===== config.mk =====
export PLATFORM = sky130hd
export DESIGN_NAME = crx_rx_storage
export DESIGN_NICKNAME = d
export VERILOG_FILES = /design/src/hw/crx_pkg.sv /design/src/hw/crx_rx_storage.sv
export SDC_FILE = /design/constraint.sdc
export NUM_CORES = 1
export LEC_CHECK = 0
export ABC_CLOCK_PERIOD_IN_PS = 14000
export BUFFER_PORTS_ARGS = -buffer_cell sky130_fd_sc_hd__buf_2
export CAP_MARGIN = 5
export CORE_MARGIN = 2
export CORE_UTILIZATION = 55
export CTS_CLUSTER_DIAMETER = 100
export DETAILED_ROUTE_END_ITERATION = 8
export HOLD_SLACK_MARGIN = 0.05
export PLACE_DENSITY = 0.76
export SLEW_MARGIN = 10
export SYNTH_ARGS = -nofsm -noshare
export SYNTH_HDL_FRONTEND = slang
export SYNTH_SLANG_ARGS = --single-unit

===== constraint.sdc =====
create_clock -name clk -period 14 [get_ports clk]
set_input_delay 0.7 -clock clk [delete_from_list [all_inputs] [get_ports clk]]
set_output_delay 0.7 -clock clk [all_outputs]
set_load 0.02 [all_outputs]

===== src/hw/crx_pkg.sv =====
package crx_pkg;

  // ****************************************
  // Register map (byte addresses)
  // ****************************************
  localparam logic [11:0] ADDR_EXT_MASK = 12'h000;
  localparam logic [11:0] ADDR_BUF_CFG = 12'h004;
  localparam logic [11:0] ADDR_FIFO0_CFG = 12'h008;
  localparam logic [11:0] ADDR_FIFO1_CFG = 12'h00C;
  localparam logic [11:0] ADDR_FIFO0_STAT = 12'h010;
  localparam logic [11:0] ADDR_FIFO1_STAT = 12'h014;
  localparam logic [11:0] ADDR_FIFO0_ACK = 12'h018;
  localparam logic [11:0] ADDR_FIFO1_ACK = 12'h01C;
  localparam logic [11:0] ADDR_IRQ = 12'h020;
  localparam logic [11:0] ADDR_NDAT_LOW = 12'h024;
  localparam logic [11:0] ADDR_NDAT_HIGH = 12'h028;
  localparam logic [11:0] ADDR_DBG_STAT = 12'h02C;
  localparam logic [11:0] ADDR_FIFO0_ADDR = 12'h030;
  localparam logic [11:0] ADDR_FIFO1_ADDR = 12'h034;

  // ****************************************
  // Field layout
  // ****************************************
  // fifo cfg: [15:2] start word addr, [22:16] size, [29:23] watermark, [31] mode
  localparam int CFG_SA_LSB = 2;
  localparam int CFG_SIZE_LSB = 16;
  localparam int CFG_WM_LSB = 23;
  localparam int CFG_MODE_BIT = 31;
  // buffer cfg: [15:2] start word addr, [18:16] buffer size code, [22:20] fifo0, [26:24] fifo1
  localparam int BUF_DS_LSB = 16;
  localparam int F0_DS_LSB = 20;
  localparam int F1_DS_LSB = 24;
  // irq bits
  localparam int IRQ_F0_WM = 0;
  localparam int IRQ_F0_FULL = 1;
  localparam int IRQ_F0_LOST = 2;
  localparam int IRQ_F1_WM = 3;
  localparam int IRQ_F1_FULL = 4;
  localparam int IRQ_F1_LOST = 5;
  localparam int IRQ_DEDICATED = 6;

  localparam logic [28:0] EXT_MASK_RESET = 29'h1FFF_FFFF;
  localparam int FIFO_DEPTH_MAX = 64;
  localparam int NUM_BUFFERS = 64;
  localparam logic [2:0] FILTER_CODE_BUFFER = 3'h7;

  // ****************************************
  // Types
  // ****************************************
  typedef enum logic [1:0] {
    CRX_TGT_FIFO0,
    CRX_TGT_FIFO1,
    CRX_TGT_BUFFER
  } crx_target_t;

  typedef enum logic [1:0] {
    CRX_DBG_IDLE,
    CRX_DBG_GOT_A,
    CRX_DBG_GOT_AB,
    CRX_DBG_GOT_ABC
  } crx_dbg_t;

  // Filter verdict for one received frame, as supplied by the filter engine
  typedef struct packed {
    logic valid;
    logic is_ext;
    crx_target_t target;
    logic [2:0] code;
    logic [10:0] second_id;
  } crx_match_t;

  typedef struct packed {
    logic [6:0] put;
    logic [6:0] get;
    logic full;
    logic lost;
  } crx_fifo_t;

  // Size code to RAM words per element
  function automatic logic [4:0] crx_elem_words(input logic [2:0] code);
    unique case (code)
      3'h0: return 5'h04;
      3'h1: return 5'h05;
      3'h2: return 5'h06;
      3'h3: return 5'h07;
      3'h4: return 5'h08;
      3'h5: return 5'h0A;
      3'h6: return 5'h0E;
      3'h7: return 5'h12;
    endcase
  endfunction : crx_elem_words

endpackage : crx_pkg


===== src/hw/crx_rx_storage.sv =====
// The placing of the registers and register access over APB were left to the implementer.
`timescale 1ns/100ps
module crx_rx_storage #(
  parameter int FIFO_MAX = 64
) (
  input wire logic clk,
  input wire logic rst,
  input wire logic ce,
  input wire logic psel,
  input wire logic penable,
  input wire logic pwrite,
  input wire logic [11:0] paddr,
  input wire logic [31:0] pwdata,
  output logic [31:0] prdata,
  output logic pready,
  output logic pslverr,
  input wire logic [28:0] rx_ext_id,
  output logic [28:0] masked_ext_id,
  input wire crx_pkg::crx_match_t rx_match,
  input wire logic rx_last_word,
  output logic rx_accept,
  output logic rx_reject,
  output logic [15:0] rx_store_addr,
  output logic [63:0] buffer_locked,
  output logic dma_req,
  input wire logic dma_ack
);
  import crx_pkg::*;

  // ****************************************
  // State
  // ****************************************
  typedef struct packed {
    logic [28:0] ext_mask;
    logic [31:0] buf_cfg;
    logic [31:0] f0_cfg;
    logic [31:0] f1_cfg;
    crx_fifo_t f0;
    crx_fifo_t f1;
    logic [6:0] irq;
    logic [63:0] ndat;
    crx_dbg_t dbg;
    logic dma_req;
    logic pend;
    crx_target_t pend_tgt;
    logic [5:0] pend_idx;
    logic [1:0] pend_dbg;
    logic [15:0] store_addr;
    logic [31:0] rdata;
  } crx_state_t;

  crx_state_t st;
  crx_state_t next_st;
  logic wr_en;
  logic rd_en;
  logic [6:0] f0_level;
  logic [6:0] f1_level;
  logic [6:0] f0_size;
  logic [6:0] f1_size;
  function automatic logic [6:0] fifo_size(input logic [31:0] cfg);
    logic [6:0] s;
    s = cfg[CFG_SIZE_LSB +: 7];
    return (s > 7'(FIFO_MAX)) ? 7'(FIFO_MAX) : s;
  endfunction : fifo_size
  function automatic logic [6:0] fifo_level(input crx_fifo_t f, input logic [6:0] sz);
    return f.full ? sz : (f.put >= f.get) ? 7'(f.put - f.get) : 7'(f.put + sz - f.get);
  endfunction : fifo_level
  function automatic logic [6:0] fifo_inc(input logic [6:0] v, input logic [6:0] sz);
    return (7'(v + 7'h01) >= sz) ? 7'h00 : 7'(v + 7'h01);
  endfunction : fifo_inc
  function automatic logic [15:0] elem_addr(input logic [31:0] cfg, input logic [2:0] code,
                                            input logic [6:0] idx);
    return 16'(cfg[CFG_SA_LSB +: 14]) + 16'(idx) * 16'(crx_elem_words(code));
  endfunction : elem_addr
  assign f0_size = fifo_size(st.f0_cfg);
  assign f1_size = fifo_size(st.f1_cfg);
  assign f0_level = fifo_level(st.f0, f0_size);
  assign f1_level = fifo_level(st.f1, f1_size);
  assign wr_en = psel && penable && pwrite && ce;
  assign rd_en = psel && !penable && !pwrite;

  // ****************************************
  // Next state
  // ****************************************
  always_comb begin
    logic dbg_slot;
    logic [1:0] dsel;
    logic [5:0] bidx;
    next_st = st;
    dbg_slot = 1'b0;
    dsel = rx_match.second_id[10:9];
    bidx = rx_match.second_id[5:0];
    rx_accept = 1'b0;
    rx_reject = 1'b0;
    // Bus read data captured in setup cycle
    if (rd_en) begin
      unique case (paddr)
        ADDR_EXT_MASK: next_st.rdata = {3'h0, st.ext_mask};
        ADDR_BUF_CFG: next_st.rdata = st.buf_cfg;
        ADDR_FIFO0_CFG: next_st.rdata = st.f0_cfg;
        ADDR_FIFO1_CFG: next_st.rdata = st.f1_cfg;
        ADDR_FIFO0_STAT: next_st.rdata = {7'h00, f0_level, 2'h0, st.f0.lost, st.f0.full,
                                          st.f0.put, st.f0.get};
        ADDR_FIFO1_STAT: next_st.rdata = {7'h00, f1_level, 2'h0, st.f1.lost, st.f1.full,
                                          st.f1.put, st.f1.get};
        ADDR_IRQ: next_st.rdata = {25'h000_0000, st.irq};
        ADDR_NDAT_LOW: next_st.rdata = st.ndat[31:0];
        ADDR_NDAT_HIGH: next_st.rdata = st.ndat[63:32];
        ADDR_DBG_STAT: next_st.rdata = {29'h0000_0000, st.dma_req, 2'(st.dbg)};
        ADDR_FIFO0_ADDR: next_st.rdata = {16'h0000,
          elem_addr(st.f0_cfg, st.buf_cfg[F0_DS_LSB +: 3], st.f0.get)};
        ADDR_FIFO1_ADDR: next_st.rdata = {16'h0000,
          elem_addr(st.f1_cfg, st.buf_cfg[F1_DS_LSB +: 3], st.f1.get)};
        default: next_st.rdata = 32'h0000_0000;
      endcase
    end
    // Register writes; hardware sets below take priority over clears
    if (wr_en) begin
      unique case (paddr)
        ADDR_EXT_MASK: next_st.ext_mask = pwdata[28:0];
        ADDR_BUF_CFG: next_st.buf_cfg = pwdata;
        ADDR_FIFO0_CFG: next_st.f0_cfg = pwdata;
        ADDR_FIFO1_CFG: next_st.f1_cfg = pwdata;
        ADDR_FIFO0_ACK: begin
          next_st.f0.get = fifo_inc(pwdata[6:0], f0_size);
          next_st.f0.full = st.f0.full && (st.f0.put == next_st.f0.get);
        end
        ADDR_FIFO1_ACK: begin
          next_st.f1.get = fifo_inc(pwdata[6:0], f1_size);
          next_st.f1.full = st.f1.full && (st.f1.put == next_st.f1.get);
        end
        ADDR_FIFO0_STAT: next_st.f0.lost = st.f0.lost & ~pwdata[15];
        ADDR_FIFO1_STAT: next_st.f1.lost = st.f1.lost & ~pwdata[15];
        ADDR_IRQ: next_st.irq = st.irq & ~pwdata[6:0];
        ADDR_NDAT_LOW: next_st.ndat[31:0] = st.ndat[31:0] & ~pwdata;
        ADDR_NDAT_HIGH: next_st.ndat[63:32] = st.ndat[63:32] & ~pwdata;
        default: ;
      endcase
    end
    // Frame verdict: choose the store location
    if (rx_match.valid && !st.pend) begin
      unique case (rx_match.target)
        CRX_TGT_FIFO0: begin
          if (st.f0.full && !st.f0_cfg[CFG_MODE_BIT]) begin
            rx_reject = 1'b1;
            next_st.f0.lost = 1'b1;
            next_st.irq[IRQ_F0_LOST] = 1'b1;
          end else begin
            rx_accept = 1'b1;
            next_st.pend = 1'b1;
            next_st.pend_tgt = CRX_TGT_FIFO0;
            next_st.store_addr = elem_addr(st.f0_cfg, st.buf_cfg[F0_DS_LSB +: 3], st.f0.put);
          end
        end
        CRX_TGT_FIFO1: begin
          if (st.f1.full && !st.f1_cfg[CFG_MODE_BIT]) begin
            rx_reject = 1'b1;
            next_st.f1.lost = 1'b1;
            next_st.irq[IRQ_F1_LOST] = 1'b1;
          end else begin
            rx_accept = 1'b1;
            next_st.pend = 1'b1;
            next_st.pend_tgt = CRX_TGT_FIFO1;
            next_st.store_addr = elem_addr(st.f1_cfg, st.buf_cfg[F1_DS_LSB +: 3], st.f1.put);
          end
        end
        default: begin
          if (dsel != 2'b00) begin
            dbg_slot = (dsel == 2'b01 && st.dbg == CRX_DBG_IDLE) ||
                       (dsel == 2'b10 && st.dbg == CRX_DBG_GOT_A) ||
                       (dsel == 2'b11 && st.dbg == CRX_DBG_GOT_AB);
            if (st.dma_req) begin
              rx_reject = 1'b1;
            end else if (dbg_slot || dsel == 2'b01) begin
              rx_accept = 1'b1;
              next_st.pend = 1'b1;
              next_st.pend_dbg = dsel;
              next_st.dbg = dbg_slot ? st.dbg : CRX_DBG_IDLE;
            end else begin
              rx_reject = 1'b1;
              next_st.dbg = CRX_DBG_IDLE;
            end
          end else if (st.ndat[bidx]) begin
            rx_reject = 1'b1;
          end else begin
            rx_accept = 1'b1;
            next_st.pend = 1'b1;
            next_st.pend_dbg = 2'b00;
          end
          next_st.pend_tgt = CRX_TGT_BUFFER;
          next_st.pend_idx = bidx;
          next_st.store_addr = elem_addr(st.buf_cfg, st.buf_cfg[BUF_DS_LSB +: 3], 7'(bidx));
        end
      endcase
    end
    // Commit once the last word is in RAM
    if (st.pend && rx_last_word) begin
      next_st.pend = 1'b0;
      unique case (st.pend_tgt)
        CRX_TGT_FIFO0: begin
          next_st.f0.get = st.f0.full ? fifo_inc(st.f0.get, f0_size) : next_st.f0.get;
          next_st.f0.put = fifo_inc(st.f0.put, f0_size);
          next_st.f0.full |= (next_st.f0.put == next_st.f0.get);
          next_st.irq[IRQ_F0_FULL] |= (next_st.f0.put == next_st.f0.get);
          next_st.irq[IRQ_F0_WM] |= (7'(f0_level + 7'h01) == st.f0_cfg[CFG_WM_LSB +: 7]);
        end
        CRX_TGT_FIFO1: begin
          next_st.f1.get = st.f1.full ? fifo_inc(st.f1.get, f1_size) : next_st.f1.get;
          next_st.f1.put = fifo_inc(st.f1.put, f1_size);
          next_st.f1.full |= (next_st.f1.put == next_st.f1.get);
          next_st.irq[IRQ_F1_FULL] |= (next_st.f1.put == next_st.f1.get);
          next_st.irq[IRQ_F1_WM] |= (7'(f1_level + 7'h01) == st.f1_cfg[CFG_WM_LSB +: 7]);
        end
        default: begin
          if (st.pend_dbg == 2'b00) begin
            next_st.ndat[st.pend_idx] = 1'b1;
            next_st.irq[IRQ_DEDICATED] = 1'b1;
          end else begin
            unique case (st.pend_dbg)
              2'b01: next_st.dbg = CRX_DBG_GOT_A;
              2'b10: next_st.dbg = CRX_DBG_GOT_AB;
              default: begin
                next_st.dbg = CRX_DBG_GOT_ABC;
                next_st.dma_req = 1'b1;
              end
            endcase
          end
        end
      endcase
    end
    if (st.dma_req && dma_ack) begin
      next_st.dma_req = 1'b0;
      next_st.dbg = CRX_DBG_IDLE;
    end
  end
  always_ff @(posedge clk) begin
    if (rst) begin
      st <= '0;
      st.ext_mask <= EXT_MASK_RESET;
    end else if (ce) begin
      st <= next_st;
    end
  end

  // ****************************************
  // Outputs
  // ****************************************
  // extended mask
  assign masked_ext_id = rx_ext_id & st.ext_mask;
  assign prdata = st.rdata;
  assign pready = 1'b1;
  assign pslverr = 1'b0;
  assign rx_store_addr = st.store_addr;
  assign buffer_locked = st.ndat;
  assign dma_req = st.dma_req;

  // ****************************************
  // Checks
  // ****************************************
  chk_dma_release: assert property (@(posedge clk) disable iff (rst)
    ce && st.dma_req && dma_ack |=> !dma_req && st.dbg == CRX_DBG_IDLE)
    else $error("dma request not released");
  chk_dma_after_c: assert property (@(posedge clk) disable iff (rst)
    $rose(dma_req) |-> $past(st.dbg) == CRX_DBG_GOT_AB)
    else $error("dma request without full sequence");
  chk_mask_and: assert property (@(posedge clk) disable iff (rst)
    masked_ext_id == (rx_ext_id & st.ext_mask)) else $error("mask not applied");
  chk_block_drop: assert property (@(posedge clk) disable iff (rst)
    ce && rx_match.valid && !st.pend && rx_match.target == CRX_TGT_FIFO0 && st.f0.full
    && !st.f0_cfg[CFG_MODE_BIT] |=> st.f0.lost && st.irq[IRQ_F0_LOST])
    else $error("lost not flagged");
  chk_no_block_accept: assert property (@(posedge clk) disable iff (rst)
    rx_accept && rx_match.target == CRX_TGT_FIFO0 |-> !st.f0.full || st.f0_cfg[CFG_MODE_BIT])
    else $error("accepted into blocked fifo");
  chk_lock_reject: assert property (@(posedge clk) disable iff (rst)
    rx_match.valid && !st.pend && rx_match.target == CRX_TGT_BUFFER
    && rx_match.second_id[10:9] == 2'b00 && st.ndat[rx_match.second_id[5:0]] |-> rx_reject)
    else $error("locked buffer matched");
  chk_ndat_set: assert property (@(posedge clk) disable iff (rst)
    ce && st.pend && rx_last_word && st.pend_tgt == CRX_TGT_BUFFER && st.pend_dbg == 2'b00
    |=> st.ndat[$past(st.pend_idx)] && st.irq[IRQ_DEDICATED])
    else $error("new data not set");
  chk_full_level: assert property (@(posedge clk) disable iff (rst)
    st.f0.full |-> f0_level == f0_size) else $error("full level wrong");
  chk_dbg_hold: assert property (@(posedge clk) disable iff (rst)
    dma_req && !dma_ack && rx_match.target == CRX_TGT_BUFFER
    |-> !(rx_accept && rx_match.second_id[10:9] != 2'b00))
    else $error("debug store while request");
  cov_dma: cover property (@(posedge clk) dma_req ##[1:60] dma_ack);
  cov_full: cover property (@(posedge clk) $rose(st.f0.full));
  cov_lost: cover property (@(posedge clk) $rose(st.f0.lost));
  cov_lock: cover property (@(posedge clk) rx_reject && rx_match.target == CRX_TGT_BUFFER);

endmodule : crx_rx_storage


==> metrics <==
status completed; Total GRT Usage 0.380; Worst Setup End Kind flip-flop; initial DRC count 3232; RSZ-0062 raised after global routing no; Critical Path RT around 15 ns; fmax 196 MHz; vias in the first global route around 23000; Yosys cell types 91; P&R area growth vs syn 7.22%; largest net degree at the start of global routing 80; share of layout cells above drive strength 1 0.123; Post CTS Setup Buffer Count 0; dpl cells 3906; routability cong. about 1.0; cell taking the most area after synthesis dfxtp_1; # setup viols final 0; final worst slack 8.90 ns; Worst Hold Class in2reg; initial antenna violation count 6; Layout Nets 3752; final hold violation count 0; Synth Cell Area about 0.026 mm2; Highest Signal Layer met5; Num CTS Buffers 36; Final min period 5.10 ns; Synth area leaders dfxtp_1 23%, fa_1 10%, ha_1 9.0%, nand2_1 7.6%, a21oi_1 4.9%; FILL cells 4382; Syn Area/Cell 7.89 um2; post-cts sizing count 0; WL met2 just under 40000 um; fin crit share 0.364; Initial Util 0.553; CTS tree done; port buffer count 234; core area 0.0474 mm2; Main synth FF type dfxtp_1; setup tns final 0 ns; data arrival time of the critical path 5.61 ns; Max transition margin 0.156; number of synthesized flops with an enable pin 0; H-tree levels 2; WL final 96100 um; DRT met1 WL ~37000 um; GRT overflow 0; Detailed Place HPWL 72300 um; PwrDens roughly 73 mW/mm2; clk_lat worst skew 0.59 ns; die height 222 um; Slew @ Worst Pin roughly 1.3 ns; I/O pins 245; DR vias 25681; Hold Path Cell Cnt 2; Setup WS pre-CTS about 8.7 ns; Avg Vias per Cell ~6.5; area share of the leading cell type in the synthesized netlist 0.232; Slew Viols, Final 0; Root Driver clkbuf_16; FP Rows 80; Pleak 11.8 nW; clk sink count 304; area of the multi-input gates 0.0177 mm2; first-pass GRT wire length 144000 um; Post-Synthesis Cells 3325; per-cell routed wire length between 20 and 25 um; DRT antenna net count 0; VDD IR max roughly 76 uV; worst-path fanout max 13; Pre-Repair DR Iteration Count 9; CTS clk-pin slew, worst paths 0.06 ns; Die Wd about 220 um; R2R cell count 15; total die area 0.0495 mm2; sequential area share after synthesis 0.232; Clock Skews 0.0348 ns; number of max-cap violations 0; Crit Path Category reg2reg; Yosys reg bits 304; CTS max path bufs 3; register area 0.00609 mm2; FFs w/ async S/R, synth 0; Startpoint Class flip-flop; Min Hold Slack 0.342 ns; Post-route DRC 0; met3 WL post-DR 13500 um; Ys Warns 0; hold_buf cts 0; fin cells between 3000 and 4000
-- report_power, final --
part	switching, mW	internal (mW)
combinational	0.135	0.0668
sequential	0.00681	0.869
clock	0.409	0.556
-- layer usage --
metal | global-route usage | vias up
li1 | - | 11394
met1 | 0.507 | 12222
met2 | 0.557 | 1722
met3 | 0.119 | 335
met4 | 0.183 | 8
met5 | 0 | -
-- state kept, by name, summed over array words and instances (netlist names), named ones only --
name and cells:
rx_store_addr 15, dma_req 1, prdata 32, buffer_locked 64, st 177
-- critical path, cell delays in order, from the launching register on --
cell,delay (ns)
dfxtp_1,0.85
nand2_1,0.18
fa_1,0.60
fa_1,0.44
fa_1,0.50
inv_1,0.04
ha_1,0.30
nor2b_1,0.14
o21ai_0,0.17
a21boi_0,0.14
o21ai_0,0.20
a21boi_0,0.17
o211a_1,0.27
or4b_2,0.63
a21oi_1,0.21
o31a_1,0.16
-- cell families after synthesis --
| family | count (synthesis) | share of synthesized area |
|---|---|---|
| XOR/XNOR | 95 | 0.0322 |
| AND/OR/NAND/NOR | 1217 | 0.219 |
| AO/OA/AOI/OAI | 785 | 0.198 |
| buffers and inverters | 549 | 0.0961 |
| adder cells (fa/ha/maj) | 324 | 0.193 |
| multiplexers | 49 | 0.0300 |
| flip-flops | 304 | 0.232 |
| other | 2 | 0.000286 |
-- synth_stat cells (all sizes together) (11+ instances only) --
| master | number |
|---|---|
| a211oi | 34 |
| a21o | 22 |
| a21oi | 257 |
| a221oi | 37 |
| a22oi | 114 |
| a31oi | 24 |
| and2 | 158 |
| and3 | 15 |
| buf | 137 |
| clkbuf | 172 |
| dfxtp | 304 |
| fa | 135 |
| ha | 189 |
| inv | 239 |
| mux2i | 19 |
| mux4 | 23 |
| nand2 | 534 |
| nand2b | 29 |
| nand3 | 89 |
| nand4 | 16 |
| nor2 | 204 |
| nor2b | 23 |
| nor3 | 58 |
| nor3b | 13 |
| nor4 | 18 |
| o211ai | 13 |
| o21a | 17 |
| o21ai | 119 |
| o21bai | 12 |
| or3 | 11 |
| xnor2 | 67 |
| xor2 | 27 |
-- through the flow --
step / power [mW] / utilization / instance area [um2]
after global placement: 1.09 / 0.568 / 26900
final: 2.04 / 0.593 / 28100
after global routing: 2.09 / 0.593 / 28100
after floorplan: 1.02 / - / 26300
after CTS: 2.03 / 0.593 / 28100
after detailed placement: 1.09 / 0.568 / 26900
-- path summary, 6_finish.rpt --
check                    startpoint                 endpoint  slack [ns]
max            st[137]$_SDFFE_PP0P_  prdata[12]$_SDFFE_PP0P_        8.90
min                         dma_ack     dma_req$_SDFFE_PP0P_        0.34
min reg2reg  prdata[7]$_SDFFE_PP0P_   prdata[7]$_SDFFE_PP0P_        0.45
max reg2reg    st[137]$_SDFFE_PP0P_  prdata[12]$_SDFFE_PP0P_        8.90
-- placed cells by master (no fill, tap or decap), types with 12 or more instances in the layout --
master       n
a221oi_1    36
a31oi_1     24
nand3_1     88
fa_1       135
and3_1      15
o21bai_1    12
ha_1       189
nand2b_1    29
and2_1     157
inv_1      238
mux2i_1     19
dfxtp_1    304
buf_4       40
nand2_1    531
a22oi_1    114
nor4_1      12
nor2_1     199
o21ai_0    114
nor2b_1     23
xnor2_1     67
a21oi_1    257
o211ai_1    13
buf_2      233
o21a_1      17
clkbuf_16   37
xor2_1      27
a211oi_1    31
nand4_1     16
mux4_2      23
nor3b_1     12
a21o_1      22
nor3_1      54
-- layout make-up --
cell class / instances / share of cell area
Antenna cell: 2 / 0.000178
Clock buffer: 48 / 0.0365
Clock inverter: 12 / 0.00574
Inverter: 240 / 0.0320
Multi-Input combinational cell: 2473 / 0.629
Sequential cell: 304 / 0.216
Tap cell: 615 / 0.0273
Timing Repair Buffer: 274 / 0.0526
No activity file was read; power rests on OpenSTA's default activity.
